### src/verilog/tpc_regs.svh
`ifndef TPC_REGS_SVH
`define TPC_REGS_SVH

// register indices, byte address is four times the index
`define TPC_IDX_CTRL_ONE 6'h16
`define TPC_IDX_CTRL_TWO 6'h17
`define TPC_IDX_CAP1_LO  6'h18
`define TPC_IDX_CAP1_HI  6'h19
`define TPC_IDX_CAP2_LO  6'h1a
`define TPC_IDX_CAP2_HI  6'h1b

// control two field positions
`define TPC_BIT_T1_RUN   0
`define TPC_BIT_T2_RUN   1
`define TPC_BIT_T3_RUN   2
`define TPC_BIT_CAP_SEL  3
`define TPC_BIT_PWM1_EN  4
`define TPC_BIT_PWM2_EN  5
`define TPC_BIT_OVF1     6
`define TPC_BIT_OVF2     7

// control one field position
`define TPC_BIT_WIDE     3

// reset values and writable masks
`define TPC_CTRL_TWO_RST 8'h00
`define TPC_CTRL_TWO_WM  8'h3f
`define TPC_CTRL_ONE_RST 8'h00
`define TPC_CAP_RST      16'h0000

`endif

### src/verilog/tpc_pkg.sv
package tpc_pkg;

    // one pin with its output enable
    typedef struct packed {
        logic out;
        logic oe;
    } tpc_pin_t;

    // timer run and increment enables
    typedef struct packed {
        logic t3;
        logic t2;
        logic t1;
    } tpc_run_t;

    typedef logic [15:0] tpc_word_t;

endpackage

### src/verilog/tpc_ctrl.sv
// Notes on behaviour
// - pwm two enabled: port b bit 3 driven by pwm two, direction ignored
// - pwm two disabled: pwm two inactive, bit 3 follows its direction bit
// - pwm one enabled: port b bit 2 driven by pwm one, direction ignored
// - pwm one disabled: pwm one inactive, bit 2 follows its direction bit
// - capture one overrun reads zero unless an event hit an unread value
// - event before both bytes read sets overrun, keeps old value, blocks
// - wide select chains timer two above timer one, else two 8-bit timers
// - timer three pair is period register or capture one, by select bit
`timescale 1ns/1ns
`include "tpc_regs.svh"

module tpc_ctrl #(
    parameter int ADDR_W = 8
) (
    // clock and reset
    input  wire logic              core_clk,
    input  wire logic              sys_rst,
    // avalon-mm slave
    input  wire logic [ADDR_W-1:0] avs_address,
    input  wire logic              avs_read,
    input  wire logic              avs_write,
    input  wire logic [31:0]       avs_writedata,
    input  wire logic [3:0]        avs_byteenable,
    output logic      [31:0]       avs_readdata,
    output logic                   avs_waitrequest,
    // timer datapath
    input  wire logic              timer_tick,
    input  wire logic              timer_one_carry,
    input  wire tpc_pkg::tpc_word_t timer_three_count,
    input  wire logic [1:0]        capture_event,
    // pwm and port b
    input  wire logic [1:0]        pwm_level,
    input  wire logic [1:0]        portb_direction_register,
    input  wire logic [1:0]        portb_data,
    output tpc_pkg::tpc_pin_t      portb_bit2_pwm_one_pin,
    output tpc_pkg::tpc_pin_t      portb_bit3_pwm_two_pin,
    output logic                   pwm_one_enable,
    output logic                   pwm_two_enable,
    // timer control
    output tpc_pkg::tpc_run_t      timer_run,
    output tpc_pkg::tpc_run_t      timer_inc,
    output logic                   timer_pair_wide_select,
    output logic                   period_active,
    output tpc_pkg::tpc_word_t     period_value
);
    import tpc_pkg::*;

    // ****************************************
    // decode helper
    // ****************************************

    // word index match, low address bits ignored
    function automatic logic hit(
        input logic [ADDR_W-1:0] addr,
        input logic [5:0]        idx
    );
        hit = (addr[7:2] == idx);
    endfunction

    // ****************************************
    // bus handshake
    // ****************************************

    logic       ack_q;
    logic       req;
    logic       acc;
    logic       rd_acc;
    logic       wr_acc;
    logic [7:0] wr_byte;

    // one wait cycle, taken on the second edge
    assign req             = avs_read | avs_write;
    assign avs_waitrequest = req & ~ack_q;
    assign acc             = req & ack_q;
    assign rd_acc          = acc & avs_read;
    assign wr_acc          = acc & avs_write & avs_byteenable[0];
    assign wr_byte         = avs_writedata[7:0];

    // ack toggles once per request
    always_ff @(posedge core_clk) begin
        if (sys_rst) begin
            ack_q <= 1'b0;
        end else begin
            ack_q <= req & ~ack_q;
        end
    end

    // ****************************************
    // address decode
    // ****************************************

    logic hit_c1;
    logic hit_c2;
    logic wr_c1;
    logic wr_c2;

    // control register selects
    assign hit_c1 = hit(avs_address, `TPC_IDX_CTRL_ONE);
    assign hit_c2 = hit(avs_address, `TPC_IDX_CTRL_TWO);
    assign wr_c1  = wr_acc & hit_c1;
    assign wr_c2  = wr_acc & hit_c2;

    // ****************************************
    // control registers
    // ****************************************

    logic [5:0] ctl_q;
    logic [5:0] ctl_d;
    logic       wide_q;
    logic       wide_d;

    localparam logic [7:0] CTRL_ONE_RST = `TPC_CTRL_ONE_RST;

    // only writable bits are stored, flags live per channel
    assign ctl_d  = wr_c2 ? wr_byte[5:0] : ctl_q;
    assign wide_d = wr_c1 ? wr_byte[`TPC_BIT_WIDE] : wide_q;

    // control state
    always_ff @(posedge core_clk) begin
        if (sys_rst) begin
            ctl_q  <= 6'(`TPC_CTRL_TWO_RST & `TPC_CTRL_TWO_WM);
            wide_q <= CTRL_ONE_RST[`TPC_BIT_WIDE];
        end else begin
            ctl_q  <= ctl_d;
            wide_q <= wide_d;
        end
    end

    logic run1;
    logic run2;
    logic run3;
    logic cap_sel;
    logic pwm1_en;
    logic pwm2_en;

    // field extraction
    assign run1    = ctl_q[`TPC_BIT_T1_RUN];
    assign run2    = ctl_q[`TPC_BIT_T2_RUN];
    assign run3    = ctl_q[`TPC_BIT_T3_RUN];
    assign cap_sel = ctl_q[`TPC_BIT_CAP_SEL];
    assign pwm1_en = ctl_q[`TPC_BIT_PWM1_EN];
    assign pwm2_en = ctl_q[`TPC_BIT_PWM2_EN];

    // ****************************************
    // timer run control
    // ****************************************

    logic t1_go;
    logic t2_go;

    // upper half of the pair counts only with both run bits set, lower half with run one alone
    assign t1_go = run1 & timer_tick;
    assign t2_go = wide_q ? (t1_go & run2 & timer_one_carry)
                          : (run2 & timer_tick);

    // run levels and increment strobes
    assign timer_run.t1         = run1;
    assign timer_run.t2         = wide_q ? (run1 & run2) : run2;
    assign timer_run.t3         = run3;
    assign timer_inc.t1         = t1_go;
    assign timer_inc.t2         = t2_go;
    assign timer_inc.t3         = run3 & timer_tick;
    assign timer_pair_wide_select = wide_q;

    // ****************************************
    // capture channels
    // ****************************************

    logic [1:0][15:0] cap_q;
    logic [1:0]       full_q;
    logic [1:0]       lo_rd_q;
    logic [1:0]       hi_rd_q;
    logic [1:0]       ovf_q;
    logic [1:0]       rd_lo;
    logic [1:0]       rd_hi;
    logic [1:0]       wr_lo;
    logic [1:0]       wr_hi;
    logic [1:0]       both_rd;
    logic [1:0]       cap_en;
    logic [1:0]       load;
    logic [1:0]       ovf_set;

    genvar c;
    generate
        for (c = 0; c < 2; c++) begin : g_cap
            localparam logic [5:0] IDX_LO = 6'(`TPC_IDX_CAP1_LO + 2 * c);
            localparam logic [5:0] IDX_HI = 6'(`TPC_IDX_CAP1_HI + 2 * c);

            // channel one captures only in capture mode
            if (c == 0) begin : g_sel
                assign cap_en[c] = capture_event[c] & cap_sel;
            end else begin : g_any
                assign cap_en[c] = capture_event[c];
            end

            // byte access strobes
            assign rd_lo[c] = rd_acc & hit(avs_address, IDX_LO);
            assign rd_hi[c] = rd_acc & hit(avs_address, IDX_HI);
            assign wr_lo[c] = wr_acc & hit(avs_address, IDX_LO) & (c == 0) & ~cap_sel;
            assign wr_hi[c] = wr_acc & hit(avs_address, IDX_HI) & (c == 0) & ~cap_sel;

            // both bytes seen since last load
            assign both_rd[c] = (lo_rd_q[c] | rd_lo[c]) & (hi_rd_q[c] | rd_hi[c]);

            // load when free, otherwise overrun keeps old value
            assign load[c]    = cap_en[c] & (~full_q[c] | both_rd[c]);
            assign ovf_set[c] = cap_en[c] & full_q[c] & ~both_rd[c];

            // capture value
            always_ff @(posedge core_clk) begin
                if (sys_rst) begin
                    cap_q[c] <= `TPC_CAP_RST;
                end else if (load[c]) begin
                    cap_q[c] <= timer_three_count;
                end else if (wr_lo[c]) begin
                    cap_q[c][7:0] <= wr_byte;
                end else if (wr_hi[c]) begin
                    cap_q[c][15:8] <= wr_byte;
                end
            end

            // unread tracking and overrun flag, set wins
            always_ff @(posedge core_clk) begin
                if (sys_rst) begin
                    full_q[c]  <= 1'b0;
                    lo_rd_q[c] <= 1'b0;
                    hi_rd_q[c] <= 1'b0;
                    ovf_q[c]   <= 1'b0;
                end else begin
                    full_q[c]  <= load[c] | (full_q[c] & ~both_rd[c]);
                    lo_rd_q[c] <= ~load[c] & ~both_rd[c] & full_q[c] & (lo_rd_q[c] | rd_lo[c]);
                    hi_rd_q[c] <= ~load[c] & ~both_rd[c] & full_q[c] & (hi_rd_q[c] | rd_hi[c]);
                    ovf_q[c]   <= ovf_set[c] | (ovf_q[c] & ~both_rd[c]);
                end
            end
        end
    endgenerate

    // period register view of channel one
    assign period_active = ~cap_sel;
    assign period_value  = cap_q[0];

    // ****************************************
    // read mux
    // ****************************************

    logic [7:0] ctl2_rd;
    logic [7:0] ctl1_rd;
    logic [7:0] rd_mux;
    logic [5:0] rd_idx;

    // flags read through, reserved bits zero
    assign ctl2_rd = {ovf_q[1], ovf_q[0], ctl_q};
    assign ctl1_rd = {4'h0, wide_q, 3'h0};
    assign rd_idx  = avs_address[7:2];

    // unmapped addresses read zero
    always_comb begin
        unique case (rd_idx)
            `TPC_IDX_CTRL_ONE: rd_mux = ctl1_rd;
            `TPC_IDX_CTRL_TWO: rd_mux = ctl2_rd;
            `TPC_IDX_CAP1_LO:  rd_mux = cap_q[0][7:0];
            `TPC_IDX_CAP1_HI:  rd_mux = cap_q[0][15:8];
            `TPC_IDX_CAP2_LO:  rd_mux = cap_q[1][7:0];
            `TPC_IDX_CAP2_HI:  rd_mux = cap_q[1][15:8];
            default:           rd_mux = 8'h00;
        endcase
    end

    logic [7:0] rdata_q;

    // read data latched in the wait cycle
    always_ff @(posedge core_clk) begin
        if (sys_rst) begin
            rdata_q <= 8'h00;
        end else if (avs_read & ~ack_q) begin
            rdata_q <= rd_mux;
        end
    end

    assign avs_readdata = {24'h000000, rdata_q};

    // ****************************************
    // pwm pin steering
    // ****************************************

    tpc_pin_t pin2_q;
    tpc_pin_t pin2_d;
    tpc_pin_t pin3_q;
    tpc_pin_t pin3_d;

    // enabled pwm owns the pin, else direction bit one means input
    assign pin2_d.out = pwm1_en ? pwm_level[0] : portb_data[0];
    assign pin2_d.oe  = pwm1_en | ~portb_direction_register[0];
    assign pin3_d.out = pwm2_en ? pwm_level[1] : portb_data[1];
    assign pin3_d.oe  = pwm2_en | ~portb_direction_register[1];

    // registered pin drive, released at reset
    always_ff @(posedge core_clk) begin
        if (sys_rst) begin
            pin2_q <= '0;
            pin3_q <= '0;
        end else begin
            pin2_q <= pin2_d;
            pin3_q <= pin3_d;
        end
    end

    // pwm generators run only while enabled
    assign portb_bit2_pwm_one_pin = pin2_q;
    assign portb_bit3_pwm_two_pin = pin3_q;
    assign pwm_one_enable         = pwm1_en;
    assign pwm_two_enable         = pwm2_en;

endmodule

### config.mk
export PLATFORM = sky130hd
export DESIGN_NAME = tpc_ctrl
export DESIGN_NICKNAME = d
export VERILOG_FILES = /design/src/verilog/tpc_pkg.sv /design/src/verilog/tpc_ctrl.sv
export VERILOG_INCLUDE_DIRS = /design/src /design/src/verilog
export SDC_FILE = /design/constraint.sdc
export NUM_CORES = 1
export LEC_CHECK = 0
export ABC_AREA = 1
export BUFFER_PORTS_ARGS = -buffer_cell sky130_fd_sc_hd__buf_2
export CORE_MARGIN = 8
export CORE_UTILIZATION = 25
export DETAILED_ROUTE_END_ITERATION = 8
export PLACE_DENSITY = 0.45
export SLEW_MARGIN = 5
export SYNTH_ARGS = -nofsm -noshare
export SYNTH_HDL_FRONTEND = slang
export SYNTH_SLANG_ARGS = --single-unit
### constraint.sdc
create_clock -name core_clk -period 1.53 [get_ports core_clk]
set_input_delay 0.0765 -clock core_clk [delete_from_list [all_inputs] [get_ports core_clk]]
set_output_delay 0.0765 -clock core_clk [all_outputs]
set_load 0.1 [all_outputs]
Yosys cells after proc, flatten, opt, wreduce, memory -nomap -nowiden
Index checks and enable logic that the tools add are counted.
{"block": "op_classes", "n_eq_ne": 7, "reduce_logical": 3, "bitwise_logic": 66, "mux": 9}
{"op": "one-hot mux 8 bit (6 select lines)", "n": 1}
{"op": "AND 1 bit", "n": 43}
{"op": "equality test 6 x 5 -> 1 bit (second input constant)", "n": 6}
{"op": "2-to-1 mux 8 bit", "n": 3}
{"op": "2-to-1 mux 16 bit", "n": 1}
{"op": "bitwise OR 1 bit", "n": 13}
{"op": "inverter 1 bit", "n": 10}
{"op": "2-to-1 mux 1 bit", "n": 4}
{"op": "nonzero test 2 bit", "n": 2}
{"op": "inequality test 2 x 1 -> 1 bit (second input constant)", "n": 1}
{"op": "AND reduction 2 bit", "n": 1}
{"block": "totals", "output_inout_bits": 63, "reg_bits": 60, "in_bits": 74, "word_cells": 104}

Logic depth before layout (Yosys ltp)
{"block": "depth", "depth_word": 12, "depth_mapped": 13, "mapped_depth_nobuf": 12}

Worst setup path before layout
No wires, ideal clock.
{"block": "synth_timing", "kind": "register to output", "startpoint": "register wide_q, in the netlist timer_pair_wide_select", "endpoint": "output port timer_run[1] (netlist bit)", "required_ns": 1.453, "path_stages_with_launch": 2, "path_slack_ns": -0.851, "n_path_buf": 0, "arrival_ns": 2.305, "cell_sequence": "dfxtp_1 > a21oi_1"}
{"element": "start: declaration", "line_no": "tpc_ctrl.sv:110", "rtl": "logic wide_q;"}
{"element": "start signal: assignment", "line_no": "tpc_ctrl.sv:123", "rtl": "wide_q <= CTRL_ONE_RST[`TPC_BIT_WIDE];"}
{"element": "start signal: assignment", "line_no": "tpc_ctrl.sv:126", "rtl": "wide_q <= wide_d;"}
{"element": "end: declaration", "line_no": "tpc_ctrl.sv:41", "rtl": "output tpc_pkg::tpc_run_t timer_run,"}

Worst setup path after layout
{"block": "layout_timing", "startpoint": "register ack_q", "endpoint": "register cap_q, in the netlist period_value[1]"}
{"block": "layout_between", "elab_chain_cells": 8, "elab_cells_between_ends": 15, "classes_between": "mux: 1; bitwise: 13; reduce/logical: 1"}
{"element": "start: declaration", "line_no": "tpc_ctrl.sv:65", "rtl": "logic ack_q;"}
{"element": "start signal: assignment", "line_no": "tpc_ctrl.sv:85", "rtl": "ack_q <= req & ~ack_q;"}
{"element": "AND 1 bit (*)", "line_no": "tpc_ctrl.sv:75", "rtl": "assign acc = req & ack_q;"}
{"element": "AND 1 bit", "line_no": "tpc_ctrl.sv:76", "rtl": "assign rd_acc = acc & avs_read;"}
{"element": "AND 1 bit (on tied branches)", "line_no": "tpc_ctrl.sv:198, tpc_ctrl.sv:199"}
{"element": "bitwise OR 1 bit", "line_no": "tpc_ctrl.sv:204", "rtl": "assign both_rd[c] = (lo_rd_q[c] | rd_lo[c]) & (hi_rd_q[c] | rd_hi[c]);"}
{"element": "AND 1 bit", "line_no": "tpc_ctrl.sv:204"}
{"element": "bitwise OR 1 bit", "line_no": "tpc_ctrl.sv:207", "rtl": "assign load[c] = cap_en[c] & (~full_q[c] | both_rd[c]);"}
{"element": "AND 1 bit", "line_no": "tpc_ctrl.sv:207"}
{"element": "2-to-1 mux 16 bit / nonzero test 2 bit (equally long branches)"}
{"element": "end signal: indexed assignment", "line_no": "tpc_ctrl.sv:213", "rtl": "cap_q[c] <= `TPC_CAP_RST;"}
{"element": "end signal: indexed assignment", "line_no": "tpc_ctrl.sv:215", "rtl": "cap_q[c] <= timer_three_count;"}
{"element": "end signal: indexed assignment", "line_no": "tpc_ctrl.sv:217", "rtl": "cap_q[c][7:0] <= wr_byte;"}
{"element": "end: declaration", "line_no": "tpc_ctrl.sv:170", "rtl": "logic [1:0][15:0] cap_q;"}
Every way passes the cells marked *; elsewhere a longest branch is shown, timed or not.
A chain may end at the register's enable or synchronous reset.

==> run metrics <==
Core Footprint 0.0131 mm2; largest stage delay on the critical path 0.35 ns; IO buf count 83; H-tree levels 3; critical path class reg -> reg; Final min period 1.50 ns; Levels on crit path 12; final net count 647; fmax 669 MHz; Clock Path Buffers 2; wire per inst 14.7 um; CTS sink count 60; Non-Filler Instances 753; drt via density ~4.3; initial antenna violation count 0; Max IR drop VDD 0.520 mV; Worst Setup End Kind register; dominant cells by area after synthesis dfxtp_1 (36%), nand2_1 (13%), buf_4 (10%), nand3_1 (8.6%), a21oi_1 (5.9%); Setup violations, final 0; Die Ht 131 um; Pleak 1.96 nW; Synth Register Bits 60; Worst EP arrival 1.72 ns; worst skew pair latency 0.33 ns; Worst path top cell family by delay simple AND/OR/NAND/NOR gates; cell with the largest stage delay on the worst path dfxtp_2; DIE AREA 0.0173 mm2; clock-pin slew on the worst setup and hold paths 0.05 ns; HPWL Detailed 8660 um; antenna fix cells 0; num ports between 100 and 150; final worst slack 0.0342 ns; DP Cell Count between 700 and 800; Startpoint Class register; DRT antenna net count 0; count of cell types in the netlist 29; first-pass GRT wire length 17300 um; Routability Congestion 0.872; Root Buffer clkbuf_16; Worst Path Buf+Inv 2; largest net degree at the start of global routing 37; CTS Buf Count 9; Initial Utilization 25.4%; num rows 42; Synth top area share 36.0%; Seq/Total Area, Yosys 36.0%; total of max-cap violations 0; Synth Instances 488; final max-slew violation count 0; WP data required approximately 1.8 ns; All-Layer GR Usage 12.5%; Synth Warn # 0; Hold Vio Cnt, Final 0; Area growth, synth to finish 28.8%; Setup Skew 0.00463 ns; die width 131 um; total gr overflow 0; TritonRoute pass-1 iters 5; share of post-route cells with drive strength above 1 between 20 and 30%; most used cell, CP nand2_2; cells on worst reg2reg path 12; Remaining DRCs 0; synthesized area per cell about 7 um2; routed vias approximately 3.3k; number of DRC markers in iteration 0 212; area leader, netlist dfxtp_1; RSZ-0062 raised after global routing true; PD cells 959 mW/mm2; final clock period utilization by the worst path 97.8%; crit-path cells nand2_2 -> inv_2 -> nand3_2 -> nand2_2 -> nand2_2 -> nand2_4 -> nand2_8 -> buf_8 -> nand2_4 -> nand2_1 -> nor2_2 -> nor2_1; Placement Setup Slack -0.0394 ns; status finished, final reports clean; synthesized area 0.00333 mm2; worst hold path class in -> reg; Hold Path Cell Cnt 3; number of global-route vias before repair 3173; CP max FO 8; CTS tree yes; wirelength, routed 11100 um
-- Yosys cell counts --
library cell / number
o21ai_1: 2
clkinv_1: 12
nor3_1: 1
and3_1: 1
buf_1: 1
buf_6: 3
nand2_4: 2
buf_4: 46
nor2_4: 2
nor2_1: 37
nor3_4: 1
clkbuf_1: 10
nor3b_1: 5
a21boi_0: 5
buf_8: 1
a21oi_1: 39
o21bai_2: 1
o21ai_0: 22
nand2_1: 115
inv_2: 3
nand3b_1: 11
conb_1: 1
nand2_2: 6
dfxtp_1: 60
inv_1: 34
nor2_2: 2
nand3_1: 57
buf_2: 4
nand4_1: 4
-- placed cells by master (no fill, tap or decap), types with 5 or more instances in the layout --
| master | netlist | routed |
|---|---|---|
| conb_1 | 1 | 24 |
| nand2_1 | 115 | 110 |
| nand2_2 | 6 | 9 |
| nor2_2 | 2 | 5 |
| a21boi_0 | 5 | 5 |
| o21ai_0 | 22 | 20 |
| dlygate4sd3_1 | 0 | 6 |
| nor3b_1 | 5 | 5 |
| clkbuf_16 | 0 | 9 |
| dfxtp_1 | 60 | 58 |
| buf_2 | 4 | 81 |
| buf_4 | 46 | 21 |
| nor2_1 | 37 | 34 |
| clkinv_1 | 12 | 11 |
| a21oi_1 | 39 | 38 |
| nand3b_1 | 11 | 11 |
| nand3_1 | 57 | 52 |
| inv_1 | 34 | 33 |
-- through the flow --
step	utilization (%)	area (um2)	setup TNS (ns)	power, mW	hold slack, ns
after floorplan	-	3470	-0.0207	2.16	0.172
after global placement	29.2	3830	-0.0105	2.27	0.258
after detailed placement	29.2	3830	-0.0462	2.27	0.265
after CTS	31.8	4180	0	4.14	0.0316
after global routing	32.7	4290	-0.139	4.25	0.0531
final	32.7	4290	0	4.11	0.0360
-- state kept, by name, summed over array words and instances (netlist names) --
signal / count
ack_q: 1
cap_q: 16
ctl2_rd: 2
ctl_q: 6
full_q: 2
hi_rd_q: 2
lo_rd_q: 2
period_value: 16
portb_bit2_pwm_one_pin: 2
portb_bit3_pwm_two_pin: 2
rdata_q: 8
timer_pair_wide_select: 1
-- area by class of cell --
class,count,area [um2]
Sequential cell,60,1200
Clock inverter,2,10.0
Clock buffer,13,260
Inverter,49,188
Fill cell,1485,8850
Timing Repair Buffer,116,747
Tap cell,176,220
Multi-Input combinational cell,337,1660
-- path summary, 6_finish.rpt --
path / from / endpoint / slack, ns
max: ack_q$_SDFF_PP0_ / period_value[1]$_SDFFE_PP0P_ / 0.03
min: timer_three_count[3] / cap_q[19]$_SDFFE_PP0P_ / 0.04
max reg2reg: ack_q$_SDFF_PP0_ / period_value[1]$_SDFFE_PP0P_ / 0.03
min reg2reg: rdata_q[3]$_SDFFE_PP0P_ / rdata_q[3]$_SDFFE_PP0P_ / 0.46
-- timing repair --
action | in CTS | in global routing
setup endpoints to repair | 3 | 32
buffers inserted | 0 | 6
pin swaps | 0 | 8
hold buffers | 6 | 0
resized for setup | 2 | 25
endpoints found under the hold margin | 4 | 0
-- metal layers --
metal  up-vias  global-route usage [%]  wire length (um)
met5         -                       0                 0
met4         0                    4.34               174
met3        14                    3.47               761
met2       109                    19.9              5190
met1      1471                    16.0              4960
li1       1657                       -                 -
-- worst reg2reg max path, stage by stage (launching register included) --
cell and delay, ns:
dfxtp_2 0.35, nand2_2 0.07, inv_2 0.08, nand3_2 0.08, nand2_2 0.10, nand2_2 0.08
nand2_4 0.12, nand2_8 0.09, buf_8 0.15, nand2_4 0.08, nand2_1 0.07, nor2_2 0.09
nor2_1 0.04
-- logic make-up (layout without fill, tap and decap cells) --
| logic type | after synthesis | in the layout | share of synthesized area [%] |
|---|---|---|---|
| compound gates | 69 | 69 | 10.9 |
| simple gates | 244 | 244 | 33.7 |
| other cells | 1 | 24 | 0.113 |
| flops | 60 | 60 | 36.0 |
| buf+inv | 114 | 180 | 19.2 |
-- power by group --
group | internal (mW) | total [mW] | switching (mW) | leakage (nW)
combinational | 0.126 | 0.639 | 0.513 | 1.34
clock | 1.17 | 1.85 | 0.683 | 0.135
sequential | 1.60 | 1.62 | 0.0203 | 0.488
Power figures use the tool's default switching activity.
